### src/fcm_pkg.sv
// Shared constants, encodings and state types for the flash command master.
package fcm_pkg;
  localparam int ADDR_W = 17;
  localparam int DATA_W = 8;
  localparam int TMR_W = 24;
  localparam int CNT_W = 10;
  localparam logic [16:0] FIRST_ADDR = 17'h00000;
  localparam logic [16:0] LAST_ADDR = 17'h1FFFF;

  localparam logic [7:0] CMD_READ = 8'h00;
  localparam logic [7:0] CMD_IDENT = 8'h90;
  localparam logic [7:0] CMD_ERASE = 8'h20;
  localparam logic [7:0] CMD_ERASE_VFY = 8'hA0;
  localparam logic [7:0] CMD_PROG = 8'h40;
  localparam logic [7:0] CMD_PROG_VFY = 8'hC0;
  localparam logic [7:0] CMD_RESET = 8'hFF;
  localparam logic [7:0] DATA_ERASED = 8'hFF;
  localparam logic [7:0] DATA_ZERO = 8'h00;

  localparam int CLK_MHZ = 10;
  localparam int PROG_PULSE_US = 10;
  localparam int PROG_PULSE_CYC = PROG_PULSE_US * CLK_MHZ;
  localparam int VERIFY_WAIT_US = 6;
  localparam int VERIFY_WAIT_CYC = VERIFY_WAIT_US * CLK_MHZ;
  localparam int RAMP_WAIT_US = 1;
  localparam int RAMP_WAIT_CYC = RAMP_WAIT_US * CLK_MHZ;
  localparam int MAX_PROG_PULSES = 25;
  localparam logic [3:0] WE_LOW_CYC = 4'h2;
  localparam logic [3:0] READ_CYC = 4'h2;

  typedef enum logic [2:0] {
    FCM_OP_READ = 3'h0,
    FCM_OP_IDENT = 3'h1,
    FCM_OP_PROGRAM = 3'h2,
    FCM_OP_ERASE = 3'h3,
    FCM_OP_ABORT = 3'h4
  } fcm_op_t;

  typedef enum logic [1:0] {
    FCM_BC_IDLE = 2'h0,
    FCM_BC_SETUP = 2'h1,
    FCM_BC_STROBE = 2'h3,
    FCM_BC_HOLD = 2'h2
  } fcm_bc_t;

  typedef enum logic [4:0] {
    FCM_IDLE = 5'h00,
    FCM_RAMP = 5'h01,
    FCM_PSET = 5'h03,
    FCM_PDATA = 5'h02,
    FCM_PPULSE = 5'h06,
    FCM_PVFY = 5'h07,
    FCM_PWAIT = 5'h05,
    FCM_PREAD = 5'h04,
    FCM_PCHECK = 5'h0C,
    FCM_FINAL = 5'h0D,
    FCM_ESET1 = 5'h0F,
    FCM_ESET2 = 5'h0E,
    FCM_EPULSE = 5'h0A,
    FCM_EVCMD = 5'h0B,
    FCM_EVWAIT = 5'h09,
    FCM_EVREAD = 5'h08,
    FCM_ECHECK = 5'h18,
    FCM_ABORT1 = 5'h19,
    FCM_ABORT2 = 5'h1B,
    FCM_RDCMD = 5'h1A,
    FCM_RDDATA = 5'h1E,
    FCM_IDCMD = 5'h1F
  } fcm_state_t;
endpackage

### src/fcm_bus_cycle.sv
// One write or read cycle on the flash pins, with chip enable framing the strobe.
`timescale 1ns/1ps
module fcm_bus_cycle (
  input wire logic clk_in,
  input wire logic rst_in,
  input wire logic ce_in,
  input wire logic start_in,
  input wire logic write_in,
  input wire logic [16:0] addr_in,
  input wire logic [7:0] wdata_in,
  input wire logic [7:0] data_in,
  output logic done_out,
  output logic [7:0] rdata_out,
  output logic ce_n_out,
  output logic we_n_out,
  output logic oe_n_out,
  output logic [16:0] addr_out,
  output logic [7:0] data_out,
  output logic data_oe_out
);
  fcm_pkg::fcm_bc_t phase_ff;
  logic wr_ff;
  logic [3:0] cnt_ff;
  wire logic [3:0] cnt_inc = cnt_ff + 4'h1;

  always_ff @(posedge clk_in or posedge rst_in) begin
    if (rst_in) begin
      phase_ff <= fcm_pkg::FCM_BC_IDLE;
      wr_ff <= 1'b0;
      cnt_ff <= 4'h0;
      done_out <= 1'b0;
      rdata_out <= 8'h00;
      ce_n_out <= 1'b1;
      we_n_out <= 1'b1;
      oe_n_out <= 1'b1;
      addr_out <= 17'h00000;
      data_out <= 8'h00;
      data_oe_out <= 1'b0;
    end else if (ce_in) begin
      done_out <= 1'b0;
      case (phase_ff)
        fcm_pkg::FCM_BC_IDLE: begin
          if (start_in) begin
            // The address is set up before the write strobe falls.
            wr_ff <= write_in;
            addr_out <= addr_in;
            data_out <= wdata_in;
            ce_n_out <= 1'b0;
            oe_n_out <= write_in;
            cnt_ff <= 4'h0;
            phase_ff <= fcm_pkg::FCM_BC_SETUP;
          end
        end
        fcm_pkg::FCM_BC_SETUP: begin
          if (wr_ff) begin
            we_n_out <= 1'b0;
            data_oe_out <= 1'b1;
            cnt_ff <= 4'h0;
            phase_ff <= fcm_pkg::FCM_BC_STROBE;
          end else begin
            cnt_ff <= cnt_inc;
            if (cnt_inc == fcm_pkg::READ_CYC) begin
              rdata_out <= data_in;
              ce_n_out <= 1'b1;
              oe_n_out <= 1'b1;
              done_out <= 1'b1;
              phase_ff <= fcm_pkg::FCM_BC_IDLE;
            end
          end
        end
        fcm_pkg::FCM_BC_STROBE: begin
          cnt_ff <= cnt_inc;
          // Data stays driven across the rising strobe edge, where the device latches it.
          if (cnt_inc == fcm_pkg::WE_LOW_CYC) begin
            we_n_out <= 1'b1;
            phase_ff <= fcm_pkg::FCM_BC_HOLD;
          end
        end
        fcm_pkg::FCM_BC_HOLD: begin
          data_oe_out <= 1'b0;
          ce_n_out <= 1'b1;
          done_out <= 1'b1;
          phase_ff <= fcm_pkg::FCM_BC_IDLE;
        end
        default: begin
          phase_ff <= fcm_pkg::FCM_BC_IDLE;
        end
      endcase
    end
  end
endmodule

### src/fcm_master.sv
// Host controller that reads, identifies, programs and erases a bulk-erase flash.
// Functional notes
// Command 00 returns array data on reads.
// Device powers up in array-read mode.
// Array read persists until another command.
// Identifier mode: address 0 maker, 1 part.
// Only another valid command leaves identifier mode.
// Erase needs two consecutive erase writes.
// Erase runs between second erase and verify.
// Erase only with high programming supply.
// Erase-verify write latches address, ends erase.
// Erase verify reads all ones when erased.
// Fresh erase-verify per byte through last address.
// On failure re-erase, resume at same address.
// Program set-up arms only the next write.
// Program write latches address, data; pulse begins.
// Program-verify write ends pulse, keeps address.
// Host compares verify read with intended data.
// Two reset writes abort; then valid command.
// Ten microsecond program pulses, each then verified.
// At most twenty-five pulses per byte.
// Preprogram every byte to zero before erasing.
// Low programming supply forces array-read mode.
// Writes need chip and write enable low.
// Unknown command codes never alter the array.
`timescale 1ns/1ps
module fcm_master #(
  parameter int ERASE_PULSE_US = 10000,
  parameter int MAX_ERASE_PULSES = 1000
) (
  input wire logic clk_in,
  input wire logic rst_in,
  input wire logic ce_in,
  input wire logic start_in,
  input wire logic [2:0] op_in,
  input wire logic [16:0] addr_in,
  input wire logic [7:0] wdata_in,
  input wire logic [7:0] fl_data_in,
  output logic busy_out,
  output logic done_out,
  output logic ok_out,
  output logic [7:0] rdata_out,
  output logic program_supply_out,
  output logic fl_ce_n_out,
  output logic fl_we_n_out,
  output logic fl_oe_n_out,
  output logic [16:0] fl_addr_out,
  output logic [7:0] fl_data_out,
  output logic fl_data_oe_out
);
  localparam int ERASE_PULSE_CYC = ERASE_PULSE_US * fcm_pkg::CLK_MHZ;

  fcm_pkg::fcm_state_t state_ff;
  fcm_pkg::fcm_state_t nxt_state;
  fcm_pkg::fcm_op_t op_ff;
  logic [16:0] addr_ff;
  logic [7:0] data_ff;
  logic pre_ff;
  logic iss_ff;
  logic [9:0] cnt_ff;
  logic [23:0] tmr_ff;
  logic bus_done;
  logic [7:0] bus_rdata;
  logic [23:0] tmr_load;
  logic [7:0] bus_wdata;

  wire logic tmr_zero = (tmr_ff == 24'h000000);
  wire logic at_last = (addr_ff == fcm_pkg::LAST_ADDR);
  wire logic prog_match = (bus_rdata == data_ff);
  wire logic erased = (bus_rdata == fcm_pkg::DATA_ERASED);
  wire logic prog_limit = (cnt_ff == 10'(fcm_pkg::MAX_PROG_PULSES - 1));
  wire logic erase_limit = (cnt_ff == 10'(MAX_ERASE_PULSES - 1));
  wire logic bus_read = (state_ff == fcm_pkg::FCM_PREAD) || (state_ff == fcm_pkg::FCM_EVREAD)
    || (state_ff == fcm_pkg::FCM_RDDATA);
  wire logic bus_state = !((state_ff == fcm_pkg::FCM_IDLE) || (state_ff == fcm_pkg::FCM_RAMP)
    || (state_ff == fcm_pkg::FCM_PPULSE) || (state_ff == fcm_pkg::FCM_PWAIT)
    || (state_ff == fcm_pkg::FCM_PCHECK) || (state_ff == fcm_pkg::FCM_EPULSE)
    || (state_ff == fcm_pkg::FCM_EVWAIT) || (state_ff == fcm_pkg::FCM_ECHECK));
  wire logic bus_start = bus_state && !iss_ff && !bus_done;
  wire logic advance = bus_state ? bus_done : tmr_zero;

  // Apart from the program data byte in FCM_PDATA, only defined command codes are written, so the array is never put at risk.
  always_comb begin
    case (state_ff)
      fcm_pkg::FCM_PSET: bus_wdata = fcm_pkg::CMD_PROG;
      fcm_pkg::FCM_PDATA: bus_wdata = data_ff;
      fcm_pkg::FCM_PVFY: bus_wdata = fcm_pkg::CMD_PROG_VFY;
      fcm_pkg::FCM_ESET1: bus_wdata = fcm_pkg::CMD_ERASE;
      fcm_pkg::FCM_ESET2: bus_wdata = fcm_pkg::CMD_ERASE;
      fcm_pkg::FCM_EVCMD: bus_wdata = fcm_pkg::CMD_ERASE_VFY;
      fcm_pkg::FCM_ABORT1: bus_wdata = fcm_pkg::CMD_RESET;
      fcm_pkg::FCM_ABORT2: bus_wdata = fcm_pkg::CMD_RESET;
      fcm_pkg::FCM_IDCMD: bus_wdata = fcm_pkg::CMD_IDENT;
      default: bus_wdata = fcm_pkg::CMD_READ;
    endcase
  end

  always_comb begin
    case (nxt_state)
      fcm_pkg::FCM_RAMP: tmr_load = 24'(fcm_pkg::RAMP_WAIT_CYC);
      fcm_pkg::FCM_PPULSE: tmr_load = 24'(fcm_pkg::PROG_PULSE_CYC);
      fcm_pkg::FCM_EPULSE: tmr_load = 24'(ERASE_PULSE_CYC);
      default: tmr_load = 24'(fcm_pkg::VERIFY_WAIT_CYC);
    endcase
  end

  always_comb begin
    nxt_state = state_ff;
    case (state_ff)
      fcm_pkg::FCM_IDLE: if (start_in) nxt_state = fcm_pkg::FCM_RAMP;
      fcm_pkg::FCM_RAMP: begin
        // Every command write waits for the supply, since a low supply pins the mode to read.
        if (tmr_zero) begin
          case (op_ff)
            fcm_pkg::FCM_OP_READ: nxt_state = fcm_pkg::FCM_RDCMD;
            fcm_pkg::FCM_OP_IDENT: nxt_state = fcm_pkg::FCM_IDCMD;
            fcm_pkg::FCM_OP_PROGRAM: nxt_state = fcm_pkg::FCM_PSET;
            fcm_pkg::FCM_OP_ERASE: nxt_state = fcm_pkg::FCM_PSET;
            fcm_pkg::FCM_OP_ABORT: nxt_state = fcm_pkg::FCM_ABORT1;
            default: nxt_state = fcm_pkg::FCM_FINAL;
          endcase
        end
      end
      fcm_pkg::FCM_PSET: if (advance) nxt_state = fcm_pkg::FCM_PDATA;
      fcm_pkg::FCM_PDATA: if (advance) nxt_state = fcm_pkg::FCM_PPULSE;
      fcm_pkg::FCM_PPULSE: if (advance) nxt_state = fcm_pkg::FCM_PVFY;
      fcm_pkg::FCM_PVFY: if (advance) nxt_state = fcm_pkg::FCM_PWAIT;
      fcm_pkg::FCM_PWAIT: if (advance) nxt_state = fcm_pkg::FCM_PREAD;
      fcm_pkg::FCM_PREAD: if (advance) nxt_state = fcm_pkg::FCM_PCHECK;
      fcm_pkg::FCM_PCHECK: begin
        if (prog_match) begin
          if (!pre_ff) nxt_state = fcm_pkg::FCM_FINAL;
          else if (at_last) nxt_state = fcm_pkg::FCM_ESET1;
          else nxt_state = fcm_pkg::FCM_PSET;
        end else begin
          nxt_state = prog_limit ? fcm_pkg::FCM_FINAL : fcm_pkg::FCM_PSET;
        end
      end
      fcm_pkg::FCM_ESET1: if (advance) nxt_state = fcm_pkg::FCM_ESET2;
      fcm_pkg::FCM_ESET2: if (advance) nxt_state = fcm_pkg::FCM_EPULSE;
      fcm_pkg::FCM_EPULSE: if (advance) nxt_state = fcm_pkg::FCM_EVCMD;
      fcm_pkg::FCM_EVCMD: if (advance) nxt_state = fcm_pkg::FCM_EVWAIT;
      fcm_pkg::FCM_EVWAIT: if (advance) nxt_state = fcm_pkg::FCM_EVREAD;
      fcm_pkg::FCM_EVREAD: if (advance) nxt_state = fcm_pkg::FCM_ECHECK;
      fcm_pkg::FCM_ECHECK: begin
        if (erased) begin
          nxt_state = at_last ? fcm_pkg::FCM_FINAL : fcm_pkg::FCM_EVCMD;
        end else begin
          nxt_state = erase_limit ? fcm_pkg::FCM_FINAL : fcm_pkg::FCM_ESET1;
        end
      end
      fcm_pkg::FCM_ABORT1: if (advance) nxt_state = fcm_pkg::FCM_ABORT2;
      fcm_pkg::FCM_ABORT2: if (advance) nxt_state = fcm_pkg::FCM_FINAL;
      fcm_pkg::FCM_RDCMD: if (advance) nxt_state = fcm_pkg::FCM_RDDATA;
      fcm_pkg::FCM_IDCMD: if (advance) nxt_state = fcm_pkg::FCM_RDDATA;
      fcm_pkg::FCM_RDDATA: if (advance) nxt_state = fcm_pkg::FCM_FINAL;
      fcm_pkg::FCM_FINAL: if (advance) nxt_state = fcm_pkg::FCM_IDLE;
      default: nxt_state = fcm_pkg::FCM_IDLE;
    endcase
  end

  always_ff @(posedge clk_in or posedge rst_in) begin
    if (rst_in) begin
      state_ff <= fcm_pkg::FCM_IDLE;
      iss_ff <= 1'b0;
      tmr_ff <= 24'h000000;
    end else if (ce_in) begin
      state_ff <= nxt_state;
      iss_ff <= bus_start || (iss_ff && !bus_done);
      if (nxt_state != state_ff) tmr_ff <= tmr_load;
      else if (!tmr_zero) tmr_ff <= tmr_ff - 24'h000001;
    end
  end

  always_ff @(posedge clk_in or posedge rst_in) begin
    if (rst_in) begin
      op_ff <= fcm_pkg::FCM_OP_READ;
      addr_ff <= fcm_pkg::FIRST_ADDR;
      data_ff <= fcm_pkg::DATA_ZERO;
      pre_ff <= 1'b0;
      cnt_ff <= 10'h000;
      busy_out <= 1'b0;
      done_out <= 1'b0;
      ok_out <= 1'b0;
      rdata_out <= 8'h00;
      program_supply_out <= 1'b0;
    end else if (ce_in) begin
      done_out <= 1'b0;
      case (state_ff)
        fcm_pkg::FCM_IDLE: begin
          if (start_in) begin
            op_ff <= fcm_pkg::fcm_op_t'(op_in);
            pre_ff <= (op_in == fcm_pkg::FCM_OP_ERASE);
            addr_ff <= (op_in == fcm_pkg::FCM_OP_ERASE) ? fcm_pkg::FIRST_ADDR : addr_in;
            data_ff <= (op_in == fcm_pkg::FCM_OP_ERASE) ? fcm_pkg::DATA_ZERO : wdata_in;
            cnt_ff <= 10'h000;
            busy_out <= 1'b1;
            ok_out <= 1'b1;
            program_supply_out <= 1'b1;
          end
        end
        fcm_pkg::FCM_PCHECK: begin
          if (prog_match) begin
            cnt_ff <= 10'h000;
            if (pre_ff) begin
              addr_ff <= at_last ? fcm_pkg::FIRST_ADDR : addr_ff + 17'h00001;
              pre_ff <= !at_last;
            end
          end else begin
            cnt_ff <= cnt_ff + 10'h001;
            if (prog_limit) ok_out <= 1'b0;
          end
        end
        fcm_pkg::FCM_ECHECK: begin
          // The address is kept on a failed byte so the next round resumes there.
          if (erased) begin
            if (!at_last) addr_ff <= addr_ff + 17'h00001;
          end else begin
            cnt_ff <= cnt_ff + 10'h001;
            if (erase_limit) ok_out <= 1'b0;
          end
        end
        fcm_pkg::FCM_RDDATA: if (bus_done) rdata_out <= bus_rdata;
        fcm_pkg::FCM_FINAL: begin
          // Dropping the supply after the read command leaves the part read-only.
          if (bus_done) begin
            program_supply_out <= 1'b0;
            busy_out <= 1'b0;
            done_out <= 1'b1;
          end
        end
        default: begin
        end
      endcase
    end
  end

  fcm_bus_cycle u_bus (
    .clk_in(clk_in),
    .rst_in(rst_in),
    .ce_in(ce_in),
    .start_in(bus_start),
    .write_in(!bus_read),
    .addr_in(addr_ff),
    .wdata_in(bus_wdata),
    .data_in(fl_data_in),
    .done_out(bus_done),
    .rdata_out(bus_rdata),
    .ce_n_out(fl_ce_n_out),
    .we_n_out(fl_we_n_out),
    .oe_n_out(fl_oe_n_out),
    .addr_out(fl_addr_out),
    .data_out(fl_data_out),
    .data_oe_out(fl_data_oe_out)
  );
endmodule

### config.mk
export PLATFORM = sky130hd
export DESIGN_NAME = fcm_master
export DESIGN_NICKNAME = d
export VERILOG_FILES = /design/src/fcm_pkg.sv /design/src/fcm_bus_cycle.sv /design/src/fcm_master.sv
export SDC_FILE = /design/constraint.sdc
export NUM_CORES = 1
export LEC_CHECK = 0
export ABC_AREA = 1
export BUFFER_PORTS_ARGS = -buffer_cell sky130_fd_sc_hd__buf_2
export CORE_MARGIN = 2
export CORE_UTILIZATION = 44
export DETAILED_ROUTE_END_ITERATION = 6
export REMOVE_ABC_BUFFERS = 1
export SETUP_SLACK_MARGIN = 0.4
export SLEW_MARGIN = 40
export SYNTH_ARGS = -nofsm -noshare
export SYNTH_HDL_FRONTEND = slang
export SYNTH_SLANG_ARGS = --single-unit
export TNS_END_PERCENT = 30
### constraint.sdc
create_clock -name clk_in -period 4.2 [get_ports clk_in]
set_input_delay 0.42 -clock clk_in [delete_from_list [all_inputs] [get_ports clk_in]]
set_output_delay 0.42 -clock clk_in [all_outputs]
set_load 0.01 [all_outputs]
### After elaboration in Yosys (flattened, before gate mapping)

Index checks and enable logic that the tools add are counted.

* logic and storage cells: 215
* register bits: 125
* output and inout port bits: 41
* input bits: 40

* bitwise gates (word level): 1
* eq/ne operators: 56
* add/subtract/negate cells: 4
* muxes and demuxes: 80
* reductions and logical operators: 51

Operators with widths (count)
* $mux W17: 7
* $pmux W17 S3: 2
* $pmux W5 S20: 1
* $mux W5: 19
* $pmux W8 S7: 1
* $mux W24: 2
* $eq A5 B4 Y1 const B: 9
* $eq A5 B5 Y1 const B: 6
* $mux W10: 3
* $pmux W10 S3: 1
* $eq A5 B3 Y1 const B: 5
* $logic_not A24 Y1: 1
* $reduce_and A4 Y1: 6
* $sub A24 B1 Y24 const B: 1
* $ne A2 B2 Y1 const B: 11
* $mux W1: 20
* $mux W4: 5
* $pmux W5 S4: 1
* $add A17 B1 Y17 const B: 1
* $eq A17 B17 Y1 const B: 1
* $reduce_and A3 Y1: 5
* $reduce_and A7 Y1: 2
* $pmux W1 S2: 6
* $pmux W4 S3: 1
* 34 further kinds: 75

### Logic depth before layout (Yosys ltp)

Gate-level depths: netlist (run 1).

* word-level depth: 14
* depth in mapped cells: 28
* mapped depth without buffers: 28

### By module

From an unflattened synthesis (run 1), not the netlist that was laid out.

* cells, all modules: 1025
* area, all modules: 7647.3 um^2

By module, submodules not included
* fcm_master: area an instance 5587.9 um^2, sequential area each 2001.9 um^2, cells each 832, times used 1
* fcm_bus_cycle: area an instance 2059.5 um^2, sequential area each 1129.8 um^2, cells each 193, times used 1

### Worst setup path before layout (run 1)

OpenSTA, ideal clock, no wires.

* path type: reg2reg
* start: register addr_ff[1]
* end: register tmr_ff[10]
* data arrival time: 3.003 ns
* clock period less this slack: 3.120 ns
* library setup time: 0.116 ns
* stages on the path, launching flop included: 29
* required time: 4.084 ns
* path slack: 1.080 ns
* buffers on the path: 1
* path through: dfrtp_1 > ha_1 > nand3_1 > nor2_1 > inv_1 > nor2_1 > inv_1 > nor2_1 > nand2_1 > nor2_1 > nand2_1 > nor3_1 > nand3_1 > nor3_1 > ha_1 > o21ai_0 > nand2_1 > nand3_1 > nor2_4 > nand2_1 > nand2_1 > nand2_1 > nor2_1 > nand3_1 > nand2_4 > inv_2 > buf_6 > nand2_1 > nand2_1

* cells in the longest elaborated chain, start to end: 8
* elaborated cells on any way between the ends: 15
* classes of those cells: 6 x eq/ne; 8 x mux; 1 x reduce/logical

RTL lines
* start, declared: RTL line fcm_master.sv:56 `logic [16:0] addr_ff;`
* start signal, assigned: RTL line fcm_master.sv:178 `addr_ff <= fcm_pkg::FIRST_ADDR;`
* start signal, assigned: RTL line fcm_master.sv:194 `addr_ff <= (op_in == fcm_pkg::FCM_OP_ERASE) ? fcm_pkg::FIRST_ADDR : addr_in;`
* start signal, assigned: RTL line fcm_master.sv:206 `addr_ff <= at_last ? fcm_pkg::FIRST_ADDR : addr_ff + 17'h00001;`
* $eq A17 B17 Y1 (*): RTL line fcm_master.sv:68 `wire logic at_last = (addr_ff == fcm_pkg::LAST_ADDR);`
* $mux W4: RTL line fcm_master.sv:133 `else if (at_last) nxt_state = fcm_pkg::FCM_ESET1;`
* $mux W4: RTL line fcm_master.sv:132 `if (!pre_ff) nxt_state = fcm_pkg::FCM_FINAL;`
* $mux W5: RTL line fcm_master.sv:131 `if (prog_match) begin`
* $pmux W5 S20 (*): RTL line fcm_master.sv:109 `case (state_ff)`
* $eq A5 B4 Y1, or another cell as far along: RTL line fcm_master.sv:99 `case (nxt_state)`
* $pmux W17 S3 / $ne A2 B1 Y1 (equally long branches)
* $mux W24 / $reduce_and A2 Y1 (equally long branches)
* end signal, assigned: RTL line fcm_master.sv:170 `if (nxt_state != state_ff) tmr_ff <= tmr_load;`
* end signal, assigned: RTL line fcm_master.sv:171 `else if (!tmr_zero) tmr_ff <= tmr_ff - 24'h000001;`
* end, declared: RTL line fcm_master.sv:61 `logic [23:0] tmr_ff;`

Every way passes the cells marked *; elsewhere a longest branch is shown, timed or not.
A chain may end at the register's enable or synchronous reset.

### Worst setup path in the final report (run 1)

* start: register addr_ff[1]
* end: register tmr_ff[23]

* cells in the longest elaborated chain, start to end: 8
* elaborated cells on any way between the ends: 11
* classes of those cells: 3 x eq/ne; 7 x mux; 1 x reduce/logical

RTL lines (RTL line)
* $eq A17 B17 Y1 (*): fcm_master.sv:68
* $mux W4: fcm_master.sv:133
* $mux W4: fcm_master.sv:132
* $mux W5: fcm_master.sv:131
* $pmux W5 S20 (*): fcm_master.sv:109
* $ne A5 B5 Y1 (*): fcm_master.sv:170
* $ne A2 B1 Y1 (no line)
* $reduce_and A2 Y1 (no line)

Marked as above.

==> results.sh, run 1 <==
export IMPL_grt_pass1_vias=6540
export IMPL_vias=6837
export IMPL_initial_utilization=0.4467
export IMPL_drc_errors=0
export IMPL_crit_path_end_kind="flop"
export IMPL_critPathTopFamily="simple AND/OR/NAND/NOR gates"
export IMPL_clock_latency_ns=0.42
export IMPL_die_w_um=133.3
export IMPL_hold_violations=0
export IMPL_cts_buffer_depth=2
export IMPL_holdWs_ns=0.1200
export IMPL_synth_seq_cells=125
export IMPL_maxCapViolations=0
export IMPL_critPathKind="flop to flop"
export IMPL_grt_remaining_overflow=0
export IMPL_gp_congestion=0.9259
export IMPL_max_stage_delay_ns=0.39
export IMPL_grt_pass1_wl_mm=31.66
export IMPL_port_buffers=80
export IMPL_fin_crit_ns=3.634
export IMPL_row_count=47
export IMPL_cp_data_arrival_time_ns=3.97
export IMPL_cts_tree="done"
export IMPL_cp_num_buf_inv=3
export IMPL_worstMarginPinSlew_ns=0.7030
export IMPL_vdd_ir_drop_max_v=0.0003984
export IMPL_fill_cells=1639
export IMPL_ctsHoldBuffers=0
export IMPL_dr_first_iter_drc_count=516
export IMPL_grt_usage=0.2209
export IMPL_slew_violations=0
export IMPL_syn_avg_cell_area_sq_um=7.275
export IMPL_root_buffer="clkbuf_16"
export IMPL_yosys_warnings=0
export IMPL_status="finished clean"
export IMPL_layout_commonest_cell="nand2_1"
export IMPL_die_h_um=133.3
export IMPL_synthCells=1011
export IMPL_cp_start_kind="flop"
export IMPL_ios=81
export IMPL_r2r_start="addr_ff[1]"
export IMPL_r2r_setup_slack_ns=0.57
export IMPL_synth_edf_count=0
export IMPL_worstHoldPathType="primary input to asynchronous set/reset pin"
export IMPL_fmax_mhz=275.2
export IMPL_cts_sinks=125
export IMPL_die_area_sq_um=17760
export IMPL_grt_max_degree=75
export IMPL_ys_async_sr_fraction=1.000
export IMPL_vias_per_cell=5.114
export IMPL_fp_coreArea_sq_um=16470
export IMPL_final_setup_tns_ns=0
export IMPL_syn_to_final_growth_pct=19.46
export IMPL_final_core_util=0.5336
export IMPL_cpMostUsedCell="nand2_2"
export IMPL_setup_viol=0
export IMPL_power_density_nw_per_um2=729.4
export IMPL_r2r_end="tmr_ff[23]"
export IMPL_ys_types=48
export IMPL_numCtsBuffers=17
export IMPL_setup_worst_path_start="addr_ff[1]"
export IMPL_mostFrequentLayoutCells="nand2_1, dfrtp_1, inv_1, o21ai_0, nor2_1"
export IMPL_slowest_stage="dfrtp_1"
export IMPL_dp_hpwl_mm=13.35
export IMPL_clk_pin_slew_worst_paths_ns=0.06
export IMPL_nets=1155
export IMPL_antenna_found_initial=0
export IMPL_r2r_cells=26
export IMPL_synth_ff_type="dfrtp_1"
export IMPL_ant_nets=0
export IMPL_firstDrtPassIters=5
export IMPL_slew_headroom=0.5313
export IMPL_skew_ns=0.009015
export IMPL_syn_area_sq_um=7355
export IMPL_wl_per_cell_um=14.22
export IMPL_crit_required_ns=4.54
export IMPL_n_antenna_cell=0
export IMPL_drive_above_1_share=0.1746
export IMPL_rsz0062_at_grt="yes"
export IMPL_finalCritPeriodShare=0.8653
export IMPL_p_leak_nw=4.539
export IMPL_htreeDepth=4
export IMPL_wl_mm=19.01
export IMPL_yosysSeqAreaShare=0.4258
export IMPL_worst_path_max_fanout=6
[worst max-delay path by stage]
stage | slack, ns | endpoint | cells after the start
2_1_floorplan | 0.46 | addr_ff[0] | 1
3_3_place_gp | 0.56 | tmr_ff[15] | 27
3_5_place_dp | 0.39 | tmr_ff[3] | 27
4_1_cts | 0.38 | tmr_ff[17] | 27
5_1_grt | 0.26 | tmr_ff[4] | 27
6_report | 0.57 | tmr_ff[23] | 26
[synthesized netlist by cell type, drive strengths merged (4+ instances only)]
master,instances,area share
buf,10,0.011
nor4,4,0.0034
o21ai,104,0.073
nand2,314,0.17
a21oi,25,0.017
inv,122,0.062
nand4,11,0.0094
o21a,9,0.0092
nor2,97,0.053
ha,11,0.019
nand3,70,0.051
xnor2,10,0.012
o211ai,5,0.0051
nor3,21,0.014
xor2,16,0.019
clkinv,4,0.0022
a22oi,13,0.013
clkbuf,14,0.0071
dfrtp,122,0.42
o22ai,6,0.0051
[where the power goes]
part	leakage (nW)	switching (mW)	internal [mW]
Combinational	2.64	1.95	1.02
Sequential	1.61	0.354	1.61
Clock	0.286	0.553	0.919
[cells by family after synthesis]
group	count (synthesis)	synth area share
compound gates	172	0.1339
xor+xnor	26	0.03096
fa+ha+maj	11	0.01871
buf+inv	150	0.08217
flops	125	0.4258
mux	4	0.005784
simple gates	523	0.3027
[timing repair]
item | 4_1_cts | 5_1_grt
resized for setup | 1 | 39
gates cloned | 1 | 1
setup buffers | 2 | 6
endpoints found under the setup margin | 19 | 28
pin swaps | 1 | 22
[per-stage QoR]
stage          power (mW)  setup slack [ns]  cell area [sq um]  cells
5_1_grt             6.973            0.2579               8786   1337
2_1_floorplan       3.898            0.4574               7224    987
4_1_cts             6.184            0.3777               8594   1330
3_3_place_gp        4.633            0.5554               7975   1295
6_report            6.409            0.5659               8786   1337
3_5_place_dp        4.663            0.3879               7983   1295
[area by class of cell]
| class | instances | area (sq um) | area share |
|---|---|---|---|
| multi-input combinational | 737 | 3756 | 0.4275 |
| sequential | 125 | 3132 | 0.3565 |
| timing repair buffer | 96 | 544.3 | 0.06195 |
| inverter | 126 | 485.5 | 0.05525 |
| clock buffer | 22 | 474.2 | 0.05397 |
| tap | 220 | 275.3 | 0.03133 |
| clock inverter | 10 | 112.6 | 0.01282 |
| timing repair inverter | 1 | 6.256 | 0.0007120 |
[routing by layer]
metal / up-vias / part of all wire / GRT usage
met2: 143 / 0.46 / 0.3479
li1: 3459 / - / -
met4: 0 / 0.023 / 0.08392
met3: 31 / 0.040 / 0.04642
met1: 3204 / 0.48 / 0.3004
met5: - / 0 / 0
[worst register-to-register path, delay by kind of cell (launching register included)]
family / cells / cell delay (ns)
flops: 1 / 0.39
simple gates: 20 / 2.30
compound gates: 1 / 0.08
buf+inv: 3 / 0.32
fa+ha+maj: 2 / 0.45
[registers in the layout (all words and copies together), names as in the netlist, 2 cells and up]
register,flops
rdata_out,8
u_bus.data_out,8
u_bus.addr_out,17
u_bus.phase_ff,2
u_bus.cnt_ff,4
state_ff,5
addr_ff,17
u_bus.rdata_out,8
cnt_ff,10
data_ff,8
op_ff,3
tmr_ff,24
Note: power is estimated with default switching activity, not from simulation.
==> run 2: changes to the inputs <==
Settings changed: PLACE_DENSITY_LB_ADDON set to 0.08.
==> results.sh, run 2 (synthesis results as in run 1) <==
export IMPL_status="finished clean"
export IMPL_internal_power_mw=3.376
export IMPL_vias_per_cell=5.016
export IMPL_critPathTopFamily="simple AND/OR/NAND/NOR gates"
export IMPL_wl_mm=18.74
export IMPL_drive_above_1_share=0.1694
export IMPL_drc_errors=0
export IMPL_placedCellCount=1297
export IMPL_stdcell_count=1336
export IMPL_cts_buffer_depth=2
export IMPL_grt_max_degree=59
export IMPL_worstHoldPathType="primary input to asynchronous set/reset pin"
export IMPL_fp_coreArea_sq_um=16470
export IMPL_setup_viol=0
export IMPL_cpMostUsedCell="nand2_2"
export IMPL_vdd_ir_drop_max_v=0.0003145
export IMPL_initial_utilization=0.4467
export IMPL_die_area_sq_um=17760
export IMPL_clk_pin_slew_worst_paths_ns=0.06
export IMPL_mostFrequentLayoutCells="nand2_1, dfrtp_1, inv_1, nor2_1, o21ai_0"
export IMPL_antenna_found_initial=0
export IMPL_largest_register="tmr_ff"
export IMPL_fill_cells=1652
export IMPL_rsz0062_at_grt="no"
export IMPL_final_core_util=0.5312
export IMPL_ios=81
export IMPL_crit_required_ns=4.56
export IMPL_place_ws_ns=0.3593
export IMPL_grt_usage=0.2243
export IMPL_numCtsBuffers=17
export IMPL_clock_latency_ns=0.43
export IMPL_vias=6701
export IMPL_die_h_um=133.3
export IMPL_syn_to_final_growth_pct=18.94
export IMPL_layout_commonest_cell="nand2_1"
export IMPL_maxCapViolations=0
export IMPL_cp_num_buf_inv=3
export IMPL_cts_tree="done"
export IMPL_power_density_nw_per_um2=710.1
export IMPL_finalCritPeriodShare=0.8284
export IMPL_skew_ns=0.01801
export IMPL_max_stage_delay_ns=0.41
export IMPL_switching_share=0.4564
export IMPL_grt_remaining_overflow=0
export IMPL_row_count=47
export IMPL_worstMarginPinSlew_ns=0.6607
export IMPL_n_antenna_cell=0
export IMPL_clkPwrFrac=0.218
export IMPL_port_buffers=80
export IMPL_critPathKind="flop to flop"
export IMPL_grt_pass1_wl_mm=31.83
export IMPL_final_setup_worst_slack_ns=0.7208
export IMPL_fmax_mhz=287.4
export IMPL_cp_start_kind="flop"
export IMPL_ctsHoldBuffers=0
export IMPL_fin_crit_ns=3.479
export IMPL_seqPwrFrac=0.316
export IMPL_p_leak_nw=4.505
export IMPL_htreeDepth=4
export IMPL_crit_path_end_kind="flop"
export IMPL_slowest_stage="dfrtp_1"
export IMPL_gp_congestion=0.9524
export IMPL_cts_sinks=125
export IMPL_slew_headroom=0.5591
export IMPL_grt_pass1_vias=6400
export IMPL_final_setup_tns_ns=0
export IMPL_worst_path_max_fanout=7
export IMPL_nets=1154
export IMPL_hold_violations=0
export IMPL_p_comb_frac=0.466
export IMPL_finalPower_mw=6.211
export IMPL_dr_first_iter_drc_count=404
export IMPL_ant_nets=0
export IMPL_firstDrtPassIters=6
export IMPL_wl_per_cell_um=14.02
export IMPL_p_sw_mw=2.835
export IMPL_largest_reg_flops=24
export IMPL_die_w_um=133.3
export IMPL_slew_violations=0
export IMPL_largestRegisters="tmr_ff: 24 flops, addr_ff: 17 flops, u_bus.addr_out: 17 flops"
export IMPL_cp_data_arrival_time_ns=3.84
export IMPL_root_buffer="clkbuf_16"
export IMPL_dp_hpwl_mm=13.48
[run 2: cell type report]
type                    count  area, sq um  share of cell area
well taps                 220        275.3             0.03147
clock buffers              17        425.4             0.04863
flip-flops and latches    125         3132              0.3580
repair buffers             96        556.8             0.06365
multi-input cells         737         3756              0.4294
clock inverters            15        116.4             0.01330
inverters                 126        485.5             0.05550
[run 2: metrics by stage]
step | area, sq um | hold slack (ns)
final | 8747 | 0.05419
after global routing | 8747 | 0.09979
after CTS | 8548 | 0.07727
after detailed placement | 7985 | 0.4599
after global placement | 7980 | 0.4543
after floorplan | 7224 | 0.4588
[run 2: worst paths after layout]
kind	end	slack [ns]	depth (start not counted)	from
worst max register to register	tmr_ff[18]	0.72	27	addr_ff[1]
worst min-delay path	tmr_ff[18]	0.05	2	rst_in
worst min register to register	u_bus.data_out[2]	0.47	2	u_bus.data_out[2]
max in group asynchronous	addr_ff[1]	3.22	3	rst_in
worst max-delay path	tmr_ff[18]	0.72	27	addr_ff[1]
min in group clk_in	u_bus.rdata_out[6]	0.20	3	fl_data_in[6]
[run 2: power by group through the flow]
stage               clock network, mW  logic [mW]  registers, mW
CTS                              1.39        2.72           1.95
detailed placement                  0        2.71           1.97
finish                           1.35        2.90           1.96
global placement                    0        2.70           1.97
global route                     1.45        3.32           2.02
floorplan                           0        1.95           1.95
[run 2: repair_timing]
action,in CTS,in global routing
endpoints found under the setup margin,19,28
gates cloned,1,1
pin swaps,1,15
setup buffers,2,3
resized for setup,0,38
[run 2: worst register-to-register path: cells and delay by family (launching register included)]
kind	cells	cell delay [ns]
buffers and inverters	3	0.28
adders and majority gates	2	0.40
and+or+nand+nor	20	2.16
DFF	1	0.41
AOI/OAI and AO/OA	2	0.16
[run 2: routing by layer]
| layer | GRT usage | share of wire | wire length [um] |
|---|---|---|---|
| met1 | 0.3129 | 0.49 | 9111 |
| met2 | 0.3540 | 0.46 | 8586 |
| met3 | 0.04795 | 0.040 | 754 |
| met4 | 0.06383 | 0.015 | 284 |
| met5 | 0 | 0 | 0 |
